**config.mk**
```make
export PLATFORM = sky130hd
export DESIGN_NAME = pccs_cfg_regs
export DESIGN_NICKNAME = d
export VERILOG_FILES = /design/src/core/pccs_pkg.sv /design/src/core/pccs_sticky_flags.sv /design/src/core/pccs_req_gate.sv /design/src/core/pccs_cfg_regs.sv
export SDC_FILE = /design/constraint.sdc
export NUM_CORES = 1
export LEC_CHECK = 0
export BUFFER_PORTS_ARGS = -buffer_cell sky130_fd_sc_hd__buf_4
export CORE_MARGIN = 1
export CORE_UTILIZATION = 30
export DETAILED_ROUTE_END_ITERATION = 10
export PLACE_DENSITY = 0.66
export SYNTH_ARGS = -nofsm -noshare
export SYNTH_HDL_FRONTEND = slang
export SYNTH_SLANG_ARGS = --single-unit
```
**constraint.sdc**
```tcl
create_clock -name ref_clk_i -period 1.1 [get_ports ref_clk_i]
set_input_delay 0.11 -clock ref_clk_i [delete_from_list [all_inputs] [get_ports ref_clk_i]]
set_output_delay 0.11 -clock ref_clk_i [all_outputs]
set_load 0.01 [all_outputs]
```
**src/core/pccs_pkg.sv**
```systemverilog
// constants for the configuration command and status register pair
`default_nettype none
package pccs_pkg;
    localparam int CFG_AW = 12;
    localparam logic [11:0] CMD_OFF = 12'h004;
    localparam logic [11:0] STS_OFF = 12'h006;
    // command bit positions
    localparam int CMD_INT_DIS = 10;
    localparam int CMD_FAST_B2B = 9;
    localparam int CMD_ERR_REP = 8;
    localparam int CMD_STEP = 7;
    localparam int CMD_PAR_RESP = 6;
    localparam int CMD_PALETTE = 5;
    localparam int CMD_WR_INV = 4;
    localparam int CMD_SPECIAL = 3;
    localparam int CMD_BUS_MST = 2;
    localparam int CMD_MEM_EN = 1;
    localparam int CMD_IO_EN = 0;
    localparam logic [15:0] CMD_RESET = 16'h0000;
    localparam logic [15:0] CMD_RW_MASK = 16'h0546;
    // status bit positions
    localparam int STS_DET_PAR = 15;
    localparam int STS_SIG_SYS = 14;
    localparam int STS_RX_MABORT = 13;
    localparam int STS_RX_TABORT = 12;
    localparam int STS_SIG_TABORT = 11;
    localparam int STS_MST_PAR = 8;
    localparam int STS_CAP_LIST = 4;
    localparam int STS_INT = 3;
    localparam logic [15:0] STS_RESET = 16'h0010;
    localparam logic [15:0] STS_W1C_MASK = 16'hF900;
    localparam int STS_NFLAG = 6;
endpackage
`default_nettype wire

```
**src/core/pccs_sticky_flags.sv**
```systemverilog
// sticky status flags cleared by writing one, set wins over clear
`default_nettype none
module pccs_sticky_flags #(
    parameter int WIDTH = 6
) (
    // clock and reset
    input wire logic ref_clk_i,
    input wire logic rst_b_i,
    // set and clear
    input wire logic [WIDTH-1:0] set_i,
    input wire logic [WIDTH-1:0] clr_i,
    // state
    output logic [WIDTH-1:0] flag_o
);
    always_ff @(posedge ref_clk_i or negedge rst_b_i) begin
        if (!rst_b_i) begin
            flag_o <= '0;
        end else begin
            flag_o <= set_i | (flag_o & ~clr_i);
        end
    end

    AST_SET_WINS: assert property (
        @(posedge ref_clk_i) disable iff (!rst_b_i)
        (set_i != '0) |=> ((flag_o & $past(set_i)) == $past(set_i)))
        else $error("flag set lost against clear");
endmodule
`default_nettype wire

```
**src/core/pccs_req_gate.sv**
```systemverilog
// gates link requests and messages by the command enables
`default_nettype none
module pccs_req_gate (
    // enables
    input wire logic mem_space_en_i,
    input wire logic io_space_en_i,
    input wire logic bus_master_en_i,
    input wire logic err_report_en_i,
    // downstream requests
    input wire logic rx_mem_req_i,
    input wire logic rx_io_req_i,
    output logic rx_mem_accept_o,
    output logic rx_io_accept_o,
    output logic rx_ur_o,
    // upstream requests
    input wire logic mst_req_i,
    output logic mst_req_o,
    input wire logic err_fatal_req_i,
    input wire logic err_nonfatal_req_i,
    output logic err_fatal_o,
    output logic err_nonfatal_o
);
    assign rx_mem_accept_o = rx_mem_req_i & mem_space_en_i;
    assign rx_io_accept_o = rx_io_req_i & io_space_en_i;
    assign rx_ur_o = (rx_mem_req_i & ~mem_space_en_i)
                   | (rx_io_req_i & ~io_space_en_i);
    assign mst_req_o = mst_req_i & bus_master_en_i;
    assign err_fatal_o = err_fatal_req_i & err_report_en_i;
    assign err_nonfatal_o = err_nonfatal_req_i & err_report_en_i;
endmodule
`default_nettype wire

```
**src/core/pccs_cfg_regs.sv**
```systemverilog
// command and status configuration registers of the endpoint function
`default_nettype none
module pccs_cfg_regs (
    // clock and reset
    input wire logic ref_clk_i,
    input wire logic rst_b_i,
    // configuration access
    input wire logic cfg_wr_i,
    input wire logic cfg_rd_i,
    input wire logic [pccs_pkg::CFG_AW-1:0] cfg_addr_i,
    input wire logic [3:0] cfg_be_i,
    input wire logic [31:0] cfg_wdata_i,
    output logic [31:0] cfg_rdata_o,
    output logic cfg_rvalid_o,
    // link events
    input wire logic poisoned_tlp_rx_i,
    input wire logic poisoned_cpl_rx_i,
    input wire logic poisoned_wr_rx_i,
    input wire logic ur_cpl_rx_i,
    input wire logic ca_cpl_rx_i,
    input wire logic ca_cpl_sent_i,
    // downstream requests
    input wire logic rx_mem_req_i,
    input wire logic rx_io_req_i,
    output logic rx_mem_accept_o,
    output logic rx_io_accept_o,
    output logic rx_ur_o,
    // function requests and messages
    input wire logic mst_req_i,
    output logic mst_req_o,
    input wire logic err_fatal_req_i,
    input wire logic err_nonfatal_req_i,
    output logic err_fatal_o,
    output logic err_nonfatal_o,
    // interrupt and forwarding
    input wire logic dev_int_i,
    output logic intx_assert_o,
    output logic fwd_bad_parity_o,
    // command state
    output logic [15:0] cmd_o
);
    import pccs_pkg::*;

    logic [15:0] pci_command;
    logic [STS_NFLAG-1:0] sts_flag;
    logic [STS_NFLAG-1:0] sts_set;
    logic [STS_NFLAG-1:0] sts_clr;
    logic int_pend;
    logic cmd_hit;
    logic err_sent;
    logic [15:0] pci_status;

    // place the six sticky flags into their status bit positions
    function automatic logic [15:0] sts_image(input logic [STS_NFLAG-1:0] f,
                                              input logic ip);
        logic [15:0] s;
        s = STS_RESET;
        s[STS_DET_PAR] = f[5];
        s[STS_SIG_SYS] = f[4];
        s[STS_RX_MABORT] = f[3];
        s[STS_RX_TABORT] = f[2];
        s[STS_SIG_TABORT] = f[1];
        s[STS_MST_PAR] = f[0];
        s[STS_INT] = ip;
        return s;
    endfunction

    // gather the write-one-to-clear bits in flag order
    function automatic logic [STS_NFLAG-1:0] sts_pick(input logic [15:0] w);
        return {w[STS_DET_PAR], w[STS_SIG_SYS], w[STS_RX_MABORT],
                w[STS_RX_TABORT], w[STS_SIG_TABORT], w[STS_MST_PAR]};
    endfunction

    assign cmd_hit = (cfg_addr_i[CFG_AW-1:2] == CMD_OFF[CFG_AW-1:2]);
    assign pci_status = sts_image(sts_flag, int_pend);
    assign cmd_o = pci_command;

    // command register: only the writable mask stores, per byte lane
    always_ff @(posedge ref_clk_i or negedge rst_b_i) begin
        if (!rst_b_i) begin
            pci_command <= CMD_RESET;
        end else if (cfg_wr_i && cmd_hit) begin
            if (cfg_be_i[0]) begin
                pci_command[7:0] <=
                    cfg_wdata_i[7:0] & CMD_RW_MASK[7:0];
            end
            if (cfg_be_i[1]) begin
                pci_command[15:8] <=
                    cfg_wdata_i[15:8] & CMD_RW_MASK[15:8];
            end
        end
    end

    // events that light the sticky flags
    assign err_sent = err_fatal_o | err_nonfatal_o;
    assign sts_set = {poisoned_tlp_rx_i,
                      err_sent,
                      ur_cpl_rx_i,
                      ca_cpl_rx_i,
                      ca_cpl_sent_i,
                      pci_command[CMD_PAR_RESP]
                        & (poisoned_cpl_rx_i | poisoned_wr_rx_i)};

    // status write: upper half of the dword, ones clear
    always_comb begin
        sts_clr = '0;
        if (cfg_wr_i && cmd_hit) begin
            sts_clr = sts_pick({cfg_be_i[3] ? cfg_wdata_i[31:24] : 8'h00,
                                cfg_be_i[2] ? cfg_wdata_i[23:16] : 8'h00}
                               & STS_W1C_MASK);
        end
    end

    pccs_sticky_flags #(
        .WIDTH(STS_NFLAG)
    ) u_flags (
        .ref_clk_i(ref_clk_i),
        .rst_b_i(rst_b_i),
        .set_i(sts_set),
        .clr_i(sts_clr),
        .flag_o(sts_flag)
    );

    // interrupt status follows the function, disable only masks the pin
    always_ff @(posedge ref_clk_i or negedge rst_b_i) begin
        if (!rst_b_i) begin
            int_pend <= 1'b0;
            intx_assert_o <= 1'b0;
        end else begin
            int_pend <= dev_int_i;
            intx_assert_o <= dev_int_i & ~pci_command[CMD_INT_DIS];
        end
    end

    // poisoned writes go onward with bad parity, no enable involved
    always_ff @(posedge ref_clk_i or negedge rst_b_i) begin
        if (!rst_b_i) begin
            fwd_bad_parity_o <= 1'b0;
        end else begin
            fwd_bad_parity_o <= poisoned_wr_rx_i;
        end
    end

    // read data one cycle after the request
    always_ff @(posedge ref_clk_i or negedge rst_b_i) begin
        if (!rst_b_i) begin
            cfg_rdata_o <= 32'h0000_0000;
            cfg_rvalid_o <= 1'b0;
        end else begin
            cfg_rvalid_o <= cfg_rd_i;
            if (cfg_rd_i && cmd_hit) begin
                cfg_rdata_o <= {pci_status, pci_command};
            end else if (cfg_rd_i) begin
                cfg_rdata_o <= 32'h0000_0000;
            end
        end
    end

    pccs_req_gate u_gate (
        .mem_space_en_i(pci_command[CMD_MEM_EN]),
        .io_space_en_i(pci_command[CMD_IO_EN]),
        .bus_master_en_i(pci_command[CMD_BUS_MST]),
        .err_report_en_i(pci_command[CMD_ERR_REP]),
        .rx_mem_req_i(rx_mem_req_i),
        .rx_io_req_i(rx_io_req_i),
        .rx_mem_accept_o(rx_mem_accept_o),
        .rx_io_accept_o(rx_io_accept_o),
        .rx_ur_o(rx_ur_o),
        .mst_req_i(mst_req_i),
        .mst_req_o(mst_req_o),
        .err_fatal_req_i(err_fatal_req_i),
        .err_nonfatal_req_i(err_nonfatal_req_i),
        .err_fatal_o(err_fatal_o),
        .err_nonfatal_o(err_nonfatal_o)
    );

    AST_CMD_RSVD_ZERO: assert property (
        @(posedge ref_clk_i) disable iff (!rst_b_i)
        cfg_wr_i && cmd_hit && cfg_be_i[1] |=> pci_command[15:11] == 5'h00)
        else $error("reserved command bits stored a write");

    AST_INT_DIS_WR: assert property (
        @(posedge ref_clk_i) disable iff (!rst_b_i)
        cfg_wr_i && cmd_hit && cfg_be_i[1]
        |=> pci_command[CMD_INT_DIS] == $past(cfg_wdata_i[CMD_INT_DIS]))
        else $error("interrupt disable did not take the write");

    AST_INTX_MASK: assert property (
        @(posedge ref_clk_i) disable iff (!rst_b_i)
        dev_int_i && !pci_command[CMD_INT_DIS] |=> intx_assert_o)
        else $error("enabled interrupt not signalled");

    AST_INTX_MASKED: assert property (
        @(posedge ref_clk_i) disable iff (!rst_b_i)
        pci_command[CMD_INT_DIS] |=> !intx_assert_o)
        else $error("disabled interrupt still signalled");

    AST_HARD_ZERO: assert property (
        @(posedge ref_clk_i) disable iff (!rst_b_i)
        cfg_rd_i && cmd_hit ##1 cfg_rvalid_o
        |-> cfg_rdata_o[CMD_FAST_B2B] == 1'b0
            && cfg_rdata_o[CMD_STEP] == 1'b0
            && cfg_rdata_o[CMD_PALETTE] == 1'b0
            && cfg_rdata_o[CMD_WR_INV] == 1'b0
            && cfg_rdata_o[CMD_SPECIAL] == 1'b0
            && cfg_rdata_o[CMD_IO_EN] == 1'b0)
        else $error("hardwired command bit read as one");

    AST_STS_FIXED: assert property (
        @(posedge ref_clk_i) disable iff (!rst_b_i)
        cfg_rd_i && cmd_hit ##1 cfg_rvalid_o
        |-> (cfg_rdata_o[31:16] & ~(STS_W1C_MASK | (16'h0001 << STS_INT)))
            == STS_RESET)
        else $error("fixed status bit read wrong");

    AST_ERR_SUPPRESS: assert property (
        @(posedge ref_clk_i) disable iff (!rst_b_i)
        !pci_command[CMD_ERR_REP] |-> !err_fatal_o && !err_nonfatal_o)
        else $error("error message sent while reporting disabled");

    AST_ERR_PASS: assert property (
        @(posedge ref_clk_i) disable iff (!rst_b_i)
        pci_command[CMD_ERR_REP] |-> err_fatal_o == err_fatal_req_i
            && err_nonfatal_o == err_nonfatal_req_i)
        else $error("enabled error message not sent");

    AST_ERR_FLAG: assert property (
        @(posedge ref_clk_i) disable iff (!rst_b_i)
        err_fatal_o || err_nonfatal_o |=> pci_status[STS_SIG_SYS])
        else $error("sent error message not flagged");

    AST_PAR_BLOCKED: assert property (
        @(posedge ref_clk_i) disable iff (!rst_b_i)
        !pci_command[CMD_PAR_RESP] && !pci_status[STS_MST_PAR]
        |=> !pci_status[STS_MST_PAR])
        else $error("parity flag set without response enable");

    AST_PAR_SET: assert property (
        @(posedge ref_clk_i) disable iff (!rst_b_i)
        pci_command[CMD_PAR_RESP] && (poisoned_cpl_rx_i || poisoned_wr_rx_i)
        |=> pci_status[STS_MST_PAR])
        else $error("parity flag missed a poisoned transfer");

    AST_FWD_POISON: assert property (
        @(posedge ref_clk_i) disable iff (!rst_b_i)
        poisoned_wr_rx_i |=> fwd_bad_parity_o)
        else $error("poisoned write not forwarded bad");

    AST_MST_GATE: assert property (
        @(posedge ref_clk_i) disable iff (!rst_b_i)
        !pci_command[CMD_BUS_MST] |-> !mst_req_o)
        else $error("request issued without bus master enable");

    AST_MST_PASS: assert property (
        @(posedge ref_clk_i) disable iff (!rst_b_i)
        pci_command[CMD_BUS_MST] && mst_req_i |-> mst_req_o)
        else $error("enabled request not passed on");

    AST_MEM_UR: assert property (
        @(posedge ref_clk_i) disable iff (!rst_b_i)
        rx_mem_req_i |-> rx_mem_accept_o == pci_command[CMD_MEM_EN]
            && (pci_command[CMD_MEM_EN] || rx_ur_o))
        else $error("memory request answered wrongly");

    AST_IO_UR: assert property (
        @(posedge ref_clk_i) disable iff (!rst_b_i)
        rx_io_req_i |-> rx_ur_o && !rx_io_accept_o)
        else $error("io request not answered unsupported");

    AST_STS_NO_STORE: assert property (
        @(posedge ref_clk_i) disable iff (!rst_b_i)
        $rose(pci_status[STS_RX_MABORT]) |-> $past(ur_cpl_rx_i))
        else $error("status flag set by something other than its event");

    AST_STS_HOLD: assert property (
        @(posedge ref_clk_i) disable iff (!rst_b_i)
        !cfg_wr_i
        |=> (sts_flag & $past(sts_flag)) == $past(sts_flag))
        else $error("status flag dropped without a write");

    AST_RO_WRITE: assert property (
        @(posedge ref_clk_i) disable iff (!rst_b_i)
        cfg_wr_i && cmd_hit |=> (pci_command & ~CMD_RW_MASK) == 16'h0000
                                && pci_status[STS_CAP_LIST])
        else $error("write disturbed a read-only bit");

    AST_UNMAPPED_WR: assert property (
        @(posedge ref_clk_i) disable iff (!rst_b_i)
        cfg_wr_i && !cmd_hit |=> $stable(pci_command))
        else $error("write elsewhere changed the command register");
endmodule
`default_nettype wire

```
==> flow_metrics.py <==
metrics = {
    "outcome": {
        "status": "finished, violations left",
        "violations": "design-rule violations",
    },
    "route": {
        "drt_iter0_drc": 19,
        "viasPerCell": 4.04,
        "vias": 1079,
        "wirelength_um": 2900,
        "ant_nets": 0,
        "routedWlPerCell_um": 10.9,
        "firstDrtPassIters": 6,
        "drc": 5,
    },
    "clocking": {
        "clockRootBuffer": "clkbuf_8",
        "tritoncts": "yes",
        "cts_made_buffers": 3,
        "cts.path.max_buffers": 2,
        "cts_sinks": 28,
        "clk_pin_slew_ns": 0.09,
        "h-tree-depth": 1,
        "clock_latency_ns": 0.27,
    },
    "sta": {
        "finalHoldViolations": 0,
        "maxSlewViolCount": 0,
        "layout_min_cycle_time_ns": 1.09,
        "fmax_mhz": 916,
        "timing.hold.ws_ns": 0.00843,
        "fin_worst_skew_ns": 0.00186,
        "period_share_pct": 99.3,
        "rsz0062_at_grt": "true",
        "finalSetupViolCount": 0,
    },
    "floorplan": {
        "die_y_um": 71.4,
        "fp-row-count": 24,
        "fp.dieW_um": 71.4,
        "core_area_um2": 4470,
        "initial_core_util_pct": 32.3,
        "io_pins": 121,
        "die_area_um2": 5090,
    },
    "critical_path": {
        "worstPathCellList": "inv_1 > a21o_1 > buf_6",
        "slowest_delay_ns": 0.39,
        "ff2ff_path_depth": 4,
        "cp.arrival_ns": 0.98,
        "crit_slowest_cell": "dfrtp_1",
        "required_ns": 0.99,
        "end_kind": "output pin",
        "path_max_fanout": 4,
        "critPathKind": "reg2out",
        "cp-start-kind": "flip-flop",
    },
    "placed_design": {
        "place_inst": 255,
        "gp_congestion": 0.732,
        "port-buffer-count": 65,
        "hpwlAfterDp_um": 2270,
    },
    "global_routing": {
        "grt_max_degree": 29,
        "grt_pass1_wl_um": 4510,
        "antenna_found_initial": 0,
        "overflow": 0,
        "grt_pass1_vias": 977,
        "track_usage_pct": 11.3,
    },
    "run": {
        "drv_cap": 0,
    },
    "yosys": {
        "synth_top_family_by_area": "buffers and inverters",
        "netlist_area_um2": 1440,
        "muxShareOfSynthArea_pct": 4.59,
        "synth_seq_cells": 28,
        "synth_seq_area_share_pct": 48.5,
        "synth-adder-area-share_pct": 0,
        "yosys-top-cells-area": "dfrtp_1, buf_4, o22ai_1, inv_1, mux2_2",
        "synth_compound_area_share_pct": 9.01,
        "synth_xor_area_share_pct": 0,
        "synthSimpleGateAreaFrac_pct": 13.8,
        "ys_warn_count": 0,
        "synth_largest_area_cell": "dfrtp_1",
        "synth_cells": 146,
        "yosysTopAreaCellShare_pct": 48.5,
        "yosysUniqueCellTypes": 22,
        "syn_avg_cell_area_um2": 9.89,
    },
    "cells_and_area": {
        "drive_gt1_share_pct": 39.5,
        "layout_common_cells": "buf_4, conb_1, dfrtp_1",
        "nNetsFinal": 280,
        "postLayoutCoreUtil_pct": 44.6,
        "layout-area-overhead-vs-synth_pct": 38.2,
        "finalNonFillerCells": 267,
        "final_common_cell": "buf_4",
        "diodes": 0,
    },
    "power": {
        "irDropWorstVdd_uv": 383,
        "cellPowerDensity_nw_per_um2": 973,
        "p_leak_nw": 1.02,
        "power.total_mw": 1.94,
    },
    "worst_hold_path": {
        "min_path_type": "in2reg",
        "min_path_cells": 2,
    },
}
==> area by class of cell <==
| type | count | area [um2] |
|---|---|---|
| fill | 451 | 2480 |
| sequential | 28 | 701 |
| timing repair buffer | 74 | 588 |
| multi-input combinational | 91 | 519 |
| inverter | 18 | 67.6 |
| tap | 52 | 65.1 |
| clock buffer | 4 | 55.1 |
==> per-layer routing <==
layer	vias to the layer above	track usage [%]	wire length (um)
met5	-	0	0
met4	0	5.33	33
met3	2	1.69	175
met2	46	20.5	1560
met1	483	13.0	1130
li1	548	-	-
==> report_power, final <==
part	total, mW	internal [mW]	switching (mW)	leakage, nW
registers	1.06	1.05	0.00939	0.360
clock network	0.610	0.320	0.291	0.0288
logic	0.275	0.136	0.139	0.631
total	1.94	1.50	0.439	1.02
==> registers in the layout, summed over array words and instances, names as in the netlist <==
name	flops
cmd_o	5
int_pend	1
cfg_rdata_o	13
cfg_rvalid_o	1
fwd_bad_parity_o	1
u_flags.flag_o	6
intx_assert_o	1
==> worst max-delay path, delay by kind of cell, from the launching register on <==
family / cells / cell delay, ns
buffers and inverters: 2 / 0.18
AO/OA/AOI/OAI: 1 / 0.16
flip-flops: 1 / 0.39
==> synthesized netlist by cell type <==
cell,count
nand2_1,12
o22ai_1,12
nor2_1,5
nor4_4,1
buf_4,34
dfrtp_1,28
nor2b_1,3
and2_1,6
nand3_1,1
nand4_1,2
conb_1,1
and2_0,1
clkbuf_1,3
mux2_2,5
nor4b_4,1
a21o_1,1
buf_2,2
o21ai_0,2
a31oi_1,6
and4_2,1
inv_1,18
mux2i_1,1
==> cell families after synthesis <==
group	count (synthesis)
compound gates	21
buf+inv	57
flops	28
mux	6
other cells	1
simple gates	33
==> stage by stage <==
stage | setup WS (ns) | cell area (um2) | setup TNS, ns
final | 0.00770 | 2000 | 0
after global routing | -0.0525 | 2000 | -0.0773
after CTS | -0.00342 | 1960 | -0.00788
after detailed placement | -0.162 | 1840 | -1.55
after global placement | -0.144 | 1840 | -1.04
after floorplan | 0.0850 | 1560 | 0
==> what timing repair did <==
item	in CTS	in global routing
endpoints found under the hold margin	30	1
pin swaps	2	4
gates cloned	0	0
gates resized for setup	5	4
buffers inserted	2	2
setup endpoints to repair	3	7
hold buffers	3	1
==> final timing paths <==
| kind | slack (ns) | to | from |
|---|---|---|---|
| setup / recovery | 0.008 | rx_ur_o | cmd_o[1]$_DFFE_PN0P_ |
| hold / removal | 0.008 | u_flags.flag_o[1]$_DFF_PN0_ | cfg_wdata_i[27] |
| setup reg to reg | 0.11 | u_flags.flag_o[4]$_DFF_PN0_ | cmd_o[8]$_DFFE_PN0P_ |
| hold reg to reg | 0.49 | intx_assert_o$_DFF_PN0_ | cmd_o[10]$_DFFE_PN0P_ |
| max in group asynchronous | 0.54 | cfg_rdata_o[30]$_DFFE_PN0P_ | rst_b_i |
| min in group asynchronous | 0.29 | int_pend$_DFF_PN0_ | rst_b_i |
No activity file was read; power rests on OpenSTA's default activity.
